[src/shared/cil_defs.svh]
`ifndef CIL_DEFS_SVH
`define CIL_DEFS_SVH

// ****************************************
// register byte addresses
// ****************************************
`define CIL_ADDR_W       8
`define CIL_A_CTRL       8'h00
`define CIL_A_TRIG       8'h04
`define CIL_A_DEB0       8'h08
`define CIL_A_DEB1       8'h0c
`define CIL_A_DEB2       8'h10
`define CIL_A_DEB3       8'h14
`define CIL_A_STAT       8'h18

// ****************************************
// control word fields
// ****************************************
`define CIL_C_DIR        0
`define CIL_C_OINV       1
`define CIL_C_GSRC       6:4
`define CIL_C_SSRC       10:8
`define CIL_C_GUSR       12
`define CIL_C_SUSR       13
`define CIL_C_NARROW     16
`define CIL_C_IINV       23:20
`define CIL_CTRL_MASK    32'h00f1_3773
`define CIL_CTRL_RST     32'h0000_0000

// ****************************************
// trigger source word fields
// ****************************************
`define CIL_T_ACQ        2:0
`define CIL_T_FRM        6:4
`define CIL_TRIG_MASK    32'h0000_0077
`define CIL_TRIG_RST     32'h0000_0000

// ****************************************
// source encodings
// ****************************************
`define CIL_IN_NONE      3'h0
`define CIL_IN_GPIO      3'h1
`define CIL_IN_CC1       3'h2
`define CIL_IN_CC2       3'h3
`define CIL_IN_CC3       3'h4
`define CIL_OUT_ACQW     3'h0
`define CIL_OUT_FRMW     3'h1
`define CIL_OUT_EXPO     3'h2
`define CIL_OUT_FCYC     3'h3
`define CIL_OUT_USER     3'h4

// ****************************************
// debounce timing
// ****************************************
`define CIL_DEB_W        20
`define CIL_DEB_RST      20'h0_0000
`define CIL_UNIT_NS      1000
`define CIL_CLK_NS       100
`define CIL_PRE_W        4
`define CIL_PRE_LAST     4'((`CIL_UNIT_NS / `CIL_CLK_NS) - 1)

`endif

[src/shared/cil_pkg.sv]
`default_nettype none
package cil_pkg;

  // camera-generated output signals, same clock domain
  typedef struct packed {
    logic acq_trig_wait;
    logic frame_trig_wait;
    logic exposure_active;
    logic frame_cycle;
  } cil_cam_s;

  // trigger pulses toward the trigger logic
  typedef struct packed {
    logic acq_start;
    logic frame_start;
  } cil_trig_s;

  // whole block state
  typedef struct packed {
    logic [31:0]            ctrl;
    logic [31:0]            trig;
    logic [3:0][19:0]       deb_time;
    logic [3:0][19:0]       deb_cnt;
    logic [3:0]             sync1;
    logic [3:0]             sync2;
    logic [3:0]             sync3;
    logic [3:0]             raw;
    logic [3:0]             pre;
    logic [31:0]            rdata;
    logic                   gpio_out;
    logic                   gpio_oe_n;
    logic                   spare;
    logic                   spare_en;
    cil_trig_s              trig_out;
  } cil_state_s;

endpackage
`default_nettype wire

[src/logic/cil_top.sv]
`timescale 1ns/1ns
`default_nettype none
`include "cil_defs.svh"

// Function
// - one general purpose line whose direction software picks, input feeding the input path, output driven from the output path.
// - the general purpose line in input direction can be chosen as acquisition start or frame start trigger source.
// - with output inversion off, a high internal output turns the output switch on and a low one turns it off.
// - with output inversion on, a low internal output turns the output switch on and a high one turns it off.
// - in output direction the line follows exactly one selected source among the standard output signals.
// - control inputs one to three are accepted and each can be chosen as acquisition or frame start trigger source.
// - the spare link bit follows one selected source: acquisition wait, frame wait, exposure active, frame cycle or user level.
// - a line set to user settable follows the level software last wrote instead of a camera signal.
// - the spare bit is not carried when the narrow one-row eight or ten tap geometry is chosen.
// - each input debouncer passes a level change only after it has held for the programmed time, delaying valid edges.
// - each of the four input lines has its own inversion bit, one inverting and zero passing unchanged.
module cil_top (
  input  wire logic                   mclk,
  input  wire logic                   rst_n,
  input  wire logic [`CIL_ADDR_W-1:0] reg_addr,
  input  wire logic [31:0]            reg_wdata,
  input  wire logic                   reg_wr,
  input  wire logic                   reg_rd,
  output logic [31:0]                 reg_rdata,
  input  wire logic                   gpio_in,
  output logic                        gpio_out,
  output logic                        gpio_oe_n,
  input  wire logic [2:0]             cc_in,
  input  wire cil_pkg::cil_cam_s      cam_sig,
  output cil_pkg::cil_trig_s          trig_out,
  output logic                        cl_spare,
  output logic                        cl_spare_en
);
  import cil_pkg::*;

  cil_state_s st_reg;
  cil_state_s st_next;

  // ****************************************
  // register map
  // ****************************************

  // ctrl word, unused bits read back as zero:
  //   bit 0       line direction, 1 lets the block drive the pin
  //   bit 1       output inversion, gpio only
  //   bits 6:4    gpio output source
  //   bits 10:8   spare bit source, never inverted
  //   bit 12      gpio user level
  //   bit 13      spare user level
  //   bit 16      narrow tap geometry, spare bit absent
  //   bits 23:20  input inversion, gpio then cc1..cc3
  // trig word:
  //   bits 2:0    acquisition start source
  //   bits 6:4    frame start source
  // input source codes: none, gpio, cc1, cc2, cc3; higher codes select nothing
  // output source codes: acq wait, frame wait, exposure, frame cycle, user; higher codes give low
  // debounce words: 20-bit time in microsecond ticks, one per input line
  // status word, read only:
  //   bits 3:0    input lines after debounce and inversion
  //   bits 5:4    acquisition and frame start levels
  //   bit 6       gpio output switch state
  //   bit 7       spare bit level
  //   bit 8       spare bit present
  // limitation: the tick is shared by all lines, so a valid edge
  //   may land up to one tick later than the programmed time

  // ****************************************
  // functions
  // ****************************************

  // pick one input line as a trigger source; gpio only counts as input
  function automatic logic in_select(input logic [2:0] src, input logic [3:0] lines, input logic gpio_ok);
    logic v;
    v = 1'b0;
    case (src)
      `CIL_IN_GPIO: v = lines[0] & gpio_ok;
      `CIL_IN_CC1:  v = lines[1];
      `CIL_IN_CC2:  v = lines[2];
      `CIL_IN_CC3:  v = lines[3];
      default:      v = 1'b0;
    endcase
    return v;
  endfunction

  // pick exactly one output source; unknown codes read as low
  function automatic logic out_select(input logic [2:0] src, input cil_cam_s cam, input logic user);
    logic v;
    v = 1'b0;
    case (src)
      `CIL_OUT_ACQW: v = cam.acq_trig_wait;
      `CIL_OUT_FRMW: v = cam.frame_trig_wait;
      `CIL_OUT_EXPO: v = cam.exposure_active;
      `CIL_OUT_FCYC: v = cam.frame_cycle;
      `CIL_OUT_USER: v = user;
      default:       v = 1'b0;
    endcase
    return v;
  endfunction

  // register read mux, unmapped addresses answer zero
  function automatic logic [31:0] reg_read(input logic [`CIL_ADDR_W-1:0] a, input cil_state_s s, input logic [31:0] stat);
    logic [31:0] v;
    v = 32'h0000_0000;
    case (a)
      `CIL_A_CTRL: v = s.ctrl;
      `CIL_A_TRIG: v = s.trig;
      `CIL_A_DEB0: v = {12'h000, s.deb_time[0]};
      `CIL_A_DEB1: v = {12'h000, s.deb_time[1]};
      `CIL_A_DEB2: v = {12'h000, s.deb_time[2]};
      `CIL_A_DEB3: v = {12'h000, s.deb_time[3]};
      `CIL_A_STAT: v = stat;
      default:     v = 32'h0000_0000;
    endcase
    return v;
  endfunction

  // ****************************************
  // next state
  // ****************************************

  // combinational helpers, each set inside the process before its first use
  logic        tick;
  logic [3:0]  lines;
  logic [31:0] stat;
  logic        dir_out;
  logic        gsel;

  // one process computes the whole next state
  always_comb begin
    st_next = st_reg;
    dir_out = st_reg.ctrl[`CIL_C_DIR];

    // three-stage synchroniser on pins; bit 0 is gpio, 1..3 are cc lines
    st_next.sync1 = {cc_in, gpio_in};
    st_next.sync2 = st_reg.sync1;
    st_next.sync3 = st_reg.sync2;

    // microsecond prescaler shared by all debouncers
    tick = (st_reg.pre == `CIL_PRE_LAST);
    st_next.pre = tick ? 4'h0 : st_reg.pre + 4'h1;

    // debounce: count ticks only while stable and differing from the held level;
    // the level passes on the tick after the count reaches the time, so a
    // pulse shorter than the programmed time never gets through
    for (int i = 0; i < 4; i++) begin
      if (st_reg.sync2[i] != st_reg.sync3[i] || st_reg.sync3[i] == st_reg.raw[i]) begin
        st_next.deb_cnt[i] = `CIL_DEB_RST;
      end else if (st_reg.deb_time[i] == `CIL_DEB_RST
                   || (tick && st_reg.deb_cnt[i] >= st_reg.deb_time[i])) begin
        st_next.raw[i] = st_reg.sync3[i];
        st_next.deb_cnt[i] = `CIL_DEB_RST;
      end else if (tick) begin
        st_next.deb_cnt[i] = st_reg.deb_cnt[i] + 20'h0_0001;
      end
    end

    // per-line inversion after the debouncer
    lines = st_reg.raw ^ st_reg.ctrl[`CIL_C_IINV];

    // trigger source selection; gpio is ignored while it drives
    st_next.trig_out.acq_start   = in_select(st_reg.trig[`CIL_T_ACQ], lines, ~dir_out);
    st_next.trig_out.frame_start = in_select(st_reg.trig[`CIL_T_FRM], lines, ~dir_out);

    // gpio output path: source, then inversion, driver off in input direction
    gsel = out_select(st_reg.ctrl[`CIL_C_GSRC], cam_sig, st_reg.ctrl[`CIL_C_GUSR]);
    st_next.gpio_out  = dir_out & (gsel ^ st_reg.ctrl[`CIL_C_OINV]);
    st_next.gpio_oe_n = ~dir_out;

    // spare bit held low and flagged absent in narrow tap geometry
    st_next.spare_en = ~st_reg.ctrl[`CIL_C_NARROW];
    st_next.spare    = ~st_reg.ctrl[`CIL_C_NARROW]
                     & out_select(st_reg.ctrl[`CIL_C_SSRC], cam_sig, st_reg.ctrl[`CIL_C_SUSR]);

    // register writes; masks keep unused bits at zero
    if (reg_wr) begin
      case (reg_addr)
        `CIL_A_CTRL: st_next.ctrl = reg_wdata & `CIL_CTRL_MASK;
        `CIL_A_TRIG: st_next.trig = reg_wdata & `CIL_TRIG_MASK;
        `CIL_A_DEB0: st_next.deb_time[0] = reg_wdata[`CIL_DEB_W-1:0];
        `CIL_A_DEB1: st_next.deb_time[1] = reg_wdata[`CIL_DEB_W-1:0];
        `CIL_A_DEB2: st_next.deb_time[2] = reg_wdata[`CIL_DEB_W-1:0];
        `CIL_A_DEB3: st_next.deb_time[3] = reg_wdata[`CIL_DEB_W-1:0];
        default: ;
      endcase
    end

    // status shows debounced lines, triggers and driven outputs
    stat = {23'h00_0000, st_reg.spare_en, st_reg.spare, st_reg.gpio_out,
            st_reg.trig_out.frame_start, st_reg.trig_out.acq_start, lines};
    st_next.rdata = reg_rd ? reg_read(reg_addr, st_reg, stat) : 32'h0000_0000;
  end

  // ****************************************
  // state register
  // ****************************************

  // reset leaves gpio as an input with its driver off
  always_ff @(posedge mclk or negedge rst_n) begin
    if (!rst_n) begin
      st_reg <= '0;
      st_reg.gpio_oe_n <= 1'b1;
      st_reg.spare_en <= 1'b1;
    end else begin
      st_reg <= st_next;
    end
  end

  // outputs straight from flip-flops
  assign reg_rdata   = st_reg.rdata;
  assign gpio_out    = st_reg.gpio_out;
  assign gpio_oe_n   = st_reg.gpio_oe_n;
  assign trig_out    = st_reg.trig_out;
  assign cl_spare    = st_reg.spare;
  assign cl_spare_en = st_reg.spare_en;

endmodule // cil_top
`default_nettype wire

[config.mk]
export PLATFORM = sky130hd
export DESIGN_NAME = cil_top
export DESIGN_NICKNAME = d
export VERILOG_FILES = /design/src/shared/cil_pkg.sv /design/src/logic/cil_top.sv
export VERILOG_INCLUDE_DIRS = /design/src /design/src/shared
export SDC_FILE = /design/constraint.sdc
export NUM_CORES = 1
export LEC_CHECK = 0
export ABC_CLOCK_PERIOD_IN_PS = 2490
export BUFFER_PORTS_ARGS = -buffer_cell sky130_fd_sc_hd__buf_2
export CAP_MARGIN = 10
export CORE_MARGIN = 2
export CORE_UTILIZATION = 56
export DETAILED_ROUTE_END_ITERATION = 10
export HOLD_SLACK_MARGIN = 0.05
export PLACE_DENSITY = 0.75
export SYNTH_ARGS = -nofsm -noshare
export SYNTH_HDL_FRONTEND = slang
export SYNTH_SLANG_ARGS = --single-unit
[constraint.sdc]
create_clock -name mclk -period 2.49 [get_ports mclk]
set_input_delay 0.249 -clock mclk [delete_from_list [all_inputs] [get_ports mclk]]
set_output_delay 0.249 -clock mclk [all_outputs]
set_load 0.01 [all_outputs]
==> results of run 1 <==
-- area by class of cell --
class | count | share of cell area [%]
Tap cell | 319 | 2.59
Multi-Input combinational cell | 948 | 43.9
Timing Repair Buffer | 156 | 7.23
Sequential cell | 231 | 37.5
Clock inverter | 12 | 1.54
Clock buffer | 36 | 4.85
Inverter | 102 | 2.48
-- metal layers --
layer  GRT usage (%)  part of all wire, %  vias up
met5               0                    0        -
li1                -                    -     5132
met1            39.5                   42     5426
met3            3.65                  6.8       81
met2            47.4                   48      429
met4            7.89                  2.8        0
-- worst max-delay path: stages, from the launching register on --
cell and delay [ns]:
dfrtp_1 0.43, inv_1 0.09, ha_1 0.28, nand4_1 0.23
a31oi_1 0.10, or3_4 0.42, a211oi_4 0.25, buf_4 0.17
o21bai_1 0.06, buf_4 0.16, nor2_1 0.11
-- kinds of logic (layout without fill, tap and decap cells) --
group / Yosys count / after routing
AND/OR/NAND/NOR: 443 / 443
AO/OA/AOI/OAI: 279 / 279
flip-flops: 231 / 231
buffers and inverters: 186 / 306
multiplexers: 103 / 103
adder cells (fa/ha/maj): 84 / 84
XOR/XNOR: 31 / 31
other: 1 / 8
-- where the power goes --
part           internal (W)  leakage (nW)  switching (W)
Sequential          0.00388          3.07       0.000163
Clock               0.00282         0.482        0.00155
Combinational      0.000444          3.53       0.000636
-- through the flow --
step	instance area [um2]	worst slack (ns)	total power (W)
finish	15400	0.108	0.00949
global route	15400	-0.00810	0.00981
CTS	15400	0.0455	0.00951
detailed placement	14200	0.0798	0.00514
global placement	14200	0.102	0.00510
floorplan	13400	0.289	0.00472
-- placed cells by master, fill, tap and decap left out, types with 10 or more instances in the layout --
cell type and count:
a211o_1 16, nand2_1 123, and3_1 24, a22oi_1 29, mux2_2 84, dlygate4sd3_1 22
inv_1 102, nand3_1 58, nand4_1 43, mux2i_1 17, dfrtp_1 229, or3_1 16
ha_1 84, buf_2 72, xor2_1 22, clkbuf_16 27, a222oi_1 10, nor3_1 20
o21ai_0 40, a31oi_1 12, a21oi_1 98, buf_4 56, nor4_1 30, and2_1 10
nor2_1 65
-- repair_timing --
action / in CTS / in global routing
endpoints found under the setup margin: 0 / 20
hold buffers: 22 / 0
resized for setup: 0 / 7
hold endpoints to repair: 90 / 0
-- path summary, 6_finish.rpt --
kind / start / end / cells after the start
max reg2reg: st_reg[154] / st_reg[75] / 10
max in group asynchronous: rst_n / trig_out[1] / 3
min: reg_wdata[18] / st_reg[176] / 2
min in group asynchronous: rst_n / st_reg[109] / 2
min reg2reg: st_next[50] / st_next[46] / 0
max: st_reg[154] / st_reg[75] / 10
-- synth_stat cells, drive strengths merged (10+ instances only) --
cell	n	area [um2]
and3	25	158
xor2	22	193
nor4	33	228
o211ai	10	80.1
nand4	45	303
a31oi	12	75.1
or3	18	114
buf	59	405
and2	10	62.6
a211o	16	140
mux2	84	946
nand3	59	300
inv	102	383
a222oi	10	100
clkbuf	24	110
a22oi	29	218
dfrtp	229	5730
a21oi	101	513
mux2i	17	170
o21ai	44	235
nand2	123	462
ha	84	1050
nor3	23	136
nor2	65	244
==> key figures, run 1 <==
Synthesis
  – Synthesis-stage register bit count: between 200 and 250
  – Most used flip-flop cell after synthesis: dfrtp_1
  – Mux share of post-synthesis cell area: approximately 8.7%
  – Combinational family with the most area after synthesis: simple AND/OR/NAND/NOR gates
  – Synthesized cell area: around 13000 um2
  – Fraction of the mapped netlist area in compound gates: between 10% and 20%
  – Number of enable-type register cells in the synthesized netlist: 0
  – Count of mapped cells out of synthesis: about 1400
  – Parity-gate share of the synthesized area counting xor and xnor cells: 2.03%
  – Post-synthesis share of cell area spent on full adders, half adders and majority gates: between 7 and 8%
  – Post-synth ARST share: 100%
  – Yosys warns: 0
  – Number of different library cells in the post-synthesis netlist: 80
  – Share of the yosys chip area belonging to registers: between 40% and 50%
  – Synthesized-area fraction occupied by and/or/nand/nor cells: around 18%
  – Mapped Avg Cell Area: just under 10 um2

Final layout
  – Area taken by flip-flops and latches: 5780 um2
  – Area of the multi-input gates: 6770 um2
  – Final core utilization: 65.8%
  – # fillers: approximately 1800
  – Non-filler instance count after layout: approximately 1800
  – Number of flip-flops in the largest register: about 190
  – Total Nets Final: approximately 1600
  – Ratio of cells with drive above 1 in the final layout: about a fifth
  – Count of antenna diodes in the layout: 0
  – Area Overhead vs Synth: 15.4%

Routing
  – Total wirelength of the detailed-routed design: approximately 36000 um
  – Wire length per cell after detailed routing: around 20 um
  – Remaining design rule violation count: 0
  – Number of antenna-violating nets in the routed design: 0
  – DRC violation total after the first TritonRoute iteration: 1129
  – Via count: around 11000
  – Via density per instance: between 6 and 7
  – Iteration count of the initial detailed-routing pass: 8

Setup path
  – Kind of end point of the critical path: flip-flop
  – Crit Path Max Fanout: 6
  – Sort of element at the start of the critical path: flip-flop
  – Crit path required time: 2.94 ns
  – Startpoint-to-endpoint class of the critical path: reg2reg
  – Internal reg-to-reg setup slack: ~0.11 ns
  – Crit path DAT: around 2.8 ns

CTS
  – Clock sink count: about 230
  – Clock insertion delay at the later pin of the skew report: ~0.53 ns
  – Cts bufs inserted: 26
  – Reg clk slew, reported paths: 0.06 ns
  – CTS Root Buffer Type: clkbuf_16
  – Worst-case clock buffer depth: 3
  – TritonCTS clock tree: built
  – CTS H-tree lvls: 1
  – Number of setup buffers added after CTS: 0

Global routing
  – Via count of the first global-routing pass: 10407
  – Congestion Overflow GR: 0
  – Aggregate global-route resource usage: around 29%
  – Global-route wire length before repair: around 56000 um
  – Largest net degree at the start of global routing: 68
  – Antenna violations before repair: 0

STA
  – Setup violations, final: 0
  – Maximum clock frequency: 0.420 GHz
  – Endpoints failing hold: 0
  – Transition time of the tightest slew-check pin: slightly below 0.7 ns
  – Max-slew headroom: a little over half
  – Hold slack: between 0.05 and 0.06 ns
  – Total count of max-transition violations in the final report: 0
  – Sum Neg Setup Slack: 0 ns
  – Final clock period utilization by the worst path: between 90 and 100%
  – Shortest clock period the worst path allows after layout: ~2.4 ns
  – Final clock skew: just over 0.009 ns

Power
  – Power per unit of standard cell area: 615 nW/um2
  – Peak supply drop: around 0.00053 V
  – Leakage power: between 7 and 8 nW

Floorplanning
  – Area enclosed by the die boundary: roughly 25000 um2
  – Effective utilization at floorplan: a little under three fifths
  – Chip Height: roughly 160 um
  – Horizontal die dimension: about 160 um
  – Core box area: around 23000 um2
  – Number of standard-cell rows in the floorplan: 56
  – # IOs: 90

Run
  – Count of maximum capacitance violations: 0

Placed design
  – Placed wire-length estimate after detailed placement: between 20000 and 30000 um
  – Number of placed instances, taps included: around 1700
  – Weighted congestion reported at the end of routability-driven placement: 0.924
  – # port buffers: 73

Hold path
  – Path category of the worst min-delay check: in2reg

Outcome
  – Result of the run: complete, no violations
(Power assumes the default switching activity.)
==> inputs of run 2 (changes only) <==
Settings changed: CORE_UTILIZATION 56 to 45, PLACE_DENSITY 0.75 to unset.
==> key figures, run 2 (synthesis gave the netlist of run 1 again) <==
Global routing
  – Via count of the first global-routing pass: about 11000
  – Largest net degree at the start of global routing: a little under 70
  – Antenna violations before repair: 0
  – Aggregate global-route resource usage: between 20% and 30%
  – Global-route wire length before repair: around 60000 um
  – Congestion Overflow GR: 0

Setup path
  – Cell breakdown of the critical path: inv_1, ha_1, nand4_1, nor4_1, a32oi_1, and4bb_1, buf_12, a21o_1, a22o_1
  – Startpoint-to-endpoint class of the critical path: reg2reg
  – Sort of element at the start of the critical path: flip-flop
  – Internal reg-to-reg setup slack: 0.16 ns
  – Terminus of the critical flop-to-flop path: st_reg[103]
  – Worst path bufs/invs: 2
  – Kind of end point of the critical path: flip-flop
  – Crit path required time: 2.91 ns
  – Category of cells accounting for the largest share of critical-path delay: simple AND/OR/NAND/NOR gates
  – CP max stage cell: dfrtp_1
  – Delay of the slowest critical-path stage: 0.42 ns
  – Count of cells along the worst register-to-register path: 9
  – Crit path DAT: about 2.7 ns
  – Crit Path Max Fanout: 29
  – Worst reg2reg path startpoint: st_reg[195]

CTS
  – Clock insertion delay at the later pin of the skew report: around 0.54 ns
  – Reg clk slew, reported paths: 0.06 ns
  – CTS H-tree lvls: 1
  – Worst-case clock buffer depth: 3
  – Clock sink count: approximately 230
  – TritonCTS clock tree: built
  – CTS Root Buffer Type: clkbuf_16
  – Cts bufs inserted: 27

STA
  – Unrepaired setup endpoints after global routing: no
  – Shortest clock period the worst path allows after layout: between 2 and 2.5 ns
  – Maximum clock frequency: around 0.43 GHz
  – Hold slack: approximately 0.07 ns
  – Total count of max-transition violations in the final report: 0
  – Transition time of the tightest slew-check pin: about 0.69 ns
  – Final clock period utilization by the worst path: around 93%
  – Final clock skew: between 0.015 and 0.02 ns
  – Sum Neg Setup Slack: 0 ns
  – Setup violations, final: 0
  – Endpoints failing hold: 0
  – Max-slew headroom: between 50 and 60%

Power
  – Part of the total power dissipated in sequential elements: 42.4%
  – Combinational Power Share: between 10% and 20%
  – Sw frac: 25.9%
  – Leakage power: about 7.1 nW
  – Switching power: approximately 0.0025 W
  – Internal Dissipation: a little over 0.007 W
  – Power per unit of standard cell area: around 600 nW/um2
  – Share of total power in the clock network: between 40% and 50%
  – Total power after layout: between 0.009 and 0.01 W
  – Peak supply drop: roughly 0.00053 V

Hold path
  – Worst hold start: reg_wdata[16]
  – Path category of the worst min-delay check: in2reg
  – Hold depth: 3
  – Worst Hold Path EP: st_reg[154]

Routing
  – Wire length per cell after detailed routing: approximately 20 um
  – DRC violation total after the first TritonRoute iteration: roughly 860
  – Number of antenna-violating nets in the routed design: 0
  – Via density per instance: 5.79
  – Via count: 10925
  – Remaining design rule violation count: 0
  – Iteration count of the initial detailed-routing pass: 5
  – Total wirelength of the detailed-routed design: 37500 um

Floorplanning
  – Effective utilization at floorplan: between 40% and 50%
  – Core box area: just under 30000 um2
  – Horizontal die dimension: ~180 um
  – Chip Height: about 180 um
  – Number of standard-cell rows in the floorplan: between 60 and 70
  – Area enclosed by the die boundary: approximately 31000 um2
  – # IOs: 90

Outcome
  – Result of the run: complete, no violations

Final layout
  – Ratio of cells with drive above 1 in the final layout: 20.5%
  – Total Nets Final: 1612
  – Commonest non-fill, non-tap cell in the layout: dfrtp_1
  – Number of flip-flops in the largest register: ~190
  – Count of antenna diodes in the layout: 0
  – Area Overhead vs Synth: 16.4%
  – Final core utilization: roughly 53%
  – Most used cells in the layout excluding fill and tap cells: 227 x dfrtp_1, 123 x nand2_1, 102 x inv_1
  – # fillers: approximately 2700

Placed design
  – # port buffers: 73
  – Placed wire-length estimate after detailed placement: ~27000 um
  – Weighted congestion reported at the end of routability-driven placement: between 0.8 and 0.9

Run
  – Count of maximum capacitance violations: 0
-- run 2: what timing repair did --
| item | 4_1_cts | 5_1_grt |
|---|---|---|
| setup buffers | 0 | 0 |
| setup endpoints to repair | 0 | 6 |
| gates resized for setup | 0 | 6 |
| hold endpoints to repair | 92 | 0 |
| hold buffers | 22 | 0 |
-- run 2: cell type report --
class / instances / area, um2 / area share (%)
multi-input combinational: 948 / 6740 / 43.3
sequential: 231 / 5790 / 37.2
timing repair buffer: 166 / 1180 / 7.59
clock buffer: 35 / 756 / 4.85
tap: 390 / 488 / 3.13
inverter: 102 / 383 / 2.46
clock inverter: 14 / 231 / 1.49
-- run 2: power by group through the flow --
stage,sequential [W],clock [W],combinational [W]
2_1_floorplan,0.00404,0,0.000682
3_3_place_gp,0.00410,0,0.00104
3_5_place_dp,0.00411,0,0.00106
4_1_cts,0.00404,0.00448,0.00110
5_1_grt,0.00405,0.00462,0.00122
6_report,0.00405,0.00441,0.00109
-- run 2: metrics by stage --
stage          setup slack, ns  area [um2]  std cells
6_report                 0.163       15600       1886
5_1_grt                 0.0122       15600       1886
4_1_cts                  0.129       15600       1886
3_5_place_dp             0.147       14300       1815
3_3_place_gp             0.175       14300       1815
2_1_floorplan            0.289       13400       1365
-- run 2: layer usage --
metal | part of all wire, % | track usage, % | wire length [um]
met3 | 4.6 | 2.67 | 1710
met4 | 2.6 | 6.54 | 989
met2 | 48 | 40.1 | 17900
met1 | 45 | 33.9 | 16900
met5 | 0 | 0 | 0
-- run 2: worst reg2reg max path, stage by stage (launching register included) --
cell	delay, ns
dfrtp_1	0.42
inv_1	0.07
ha_1	0.30
nand4_1	0.15
nor4_1	0.32
a32oi_1	0.16
and4bb_1	0.24
buf_12	0.17
a21o_1	0.17
a22o_1	0.21
-- run 2: worst max-delay path by stage --
stage	slack (ns)	cells past startpoint	startpoint	end
floorplan	0.29	10	st_reg[98]	st_reg[112]
CTS	0.13	10	st_reg[153]	st_reg[76]
finish	0.16	9	st_reg[195]	st_reg[103]
global placement	0.17	10	st_reg[153]	st_reg[76]
global route	0.01	9	st_reg[153]	st_reg[71]
detailed placement	0.15	10	st_reg[153]	st_reg[76]
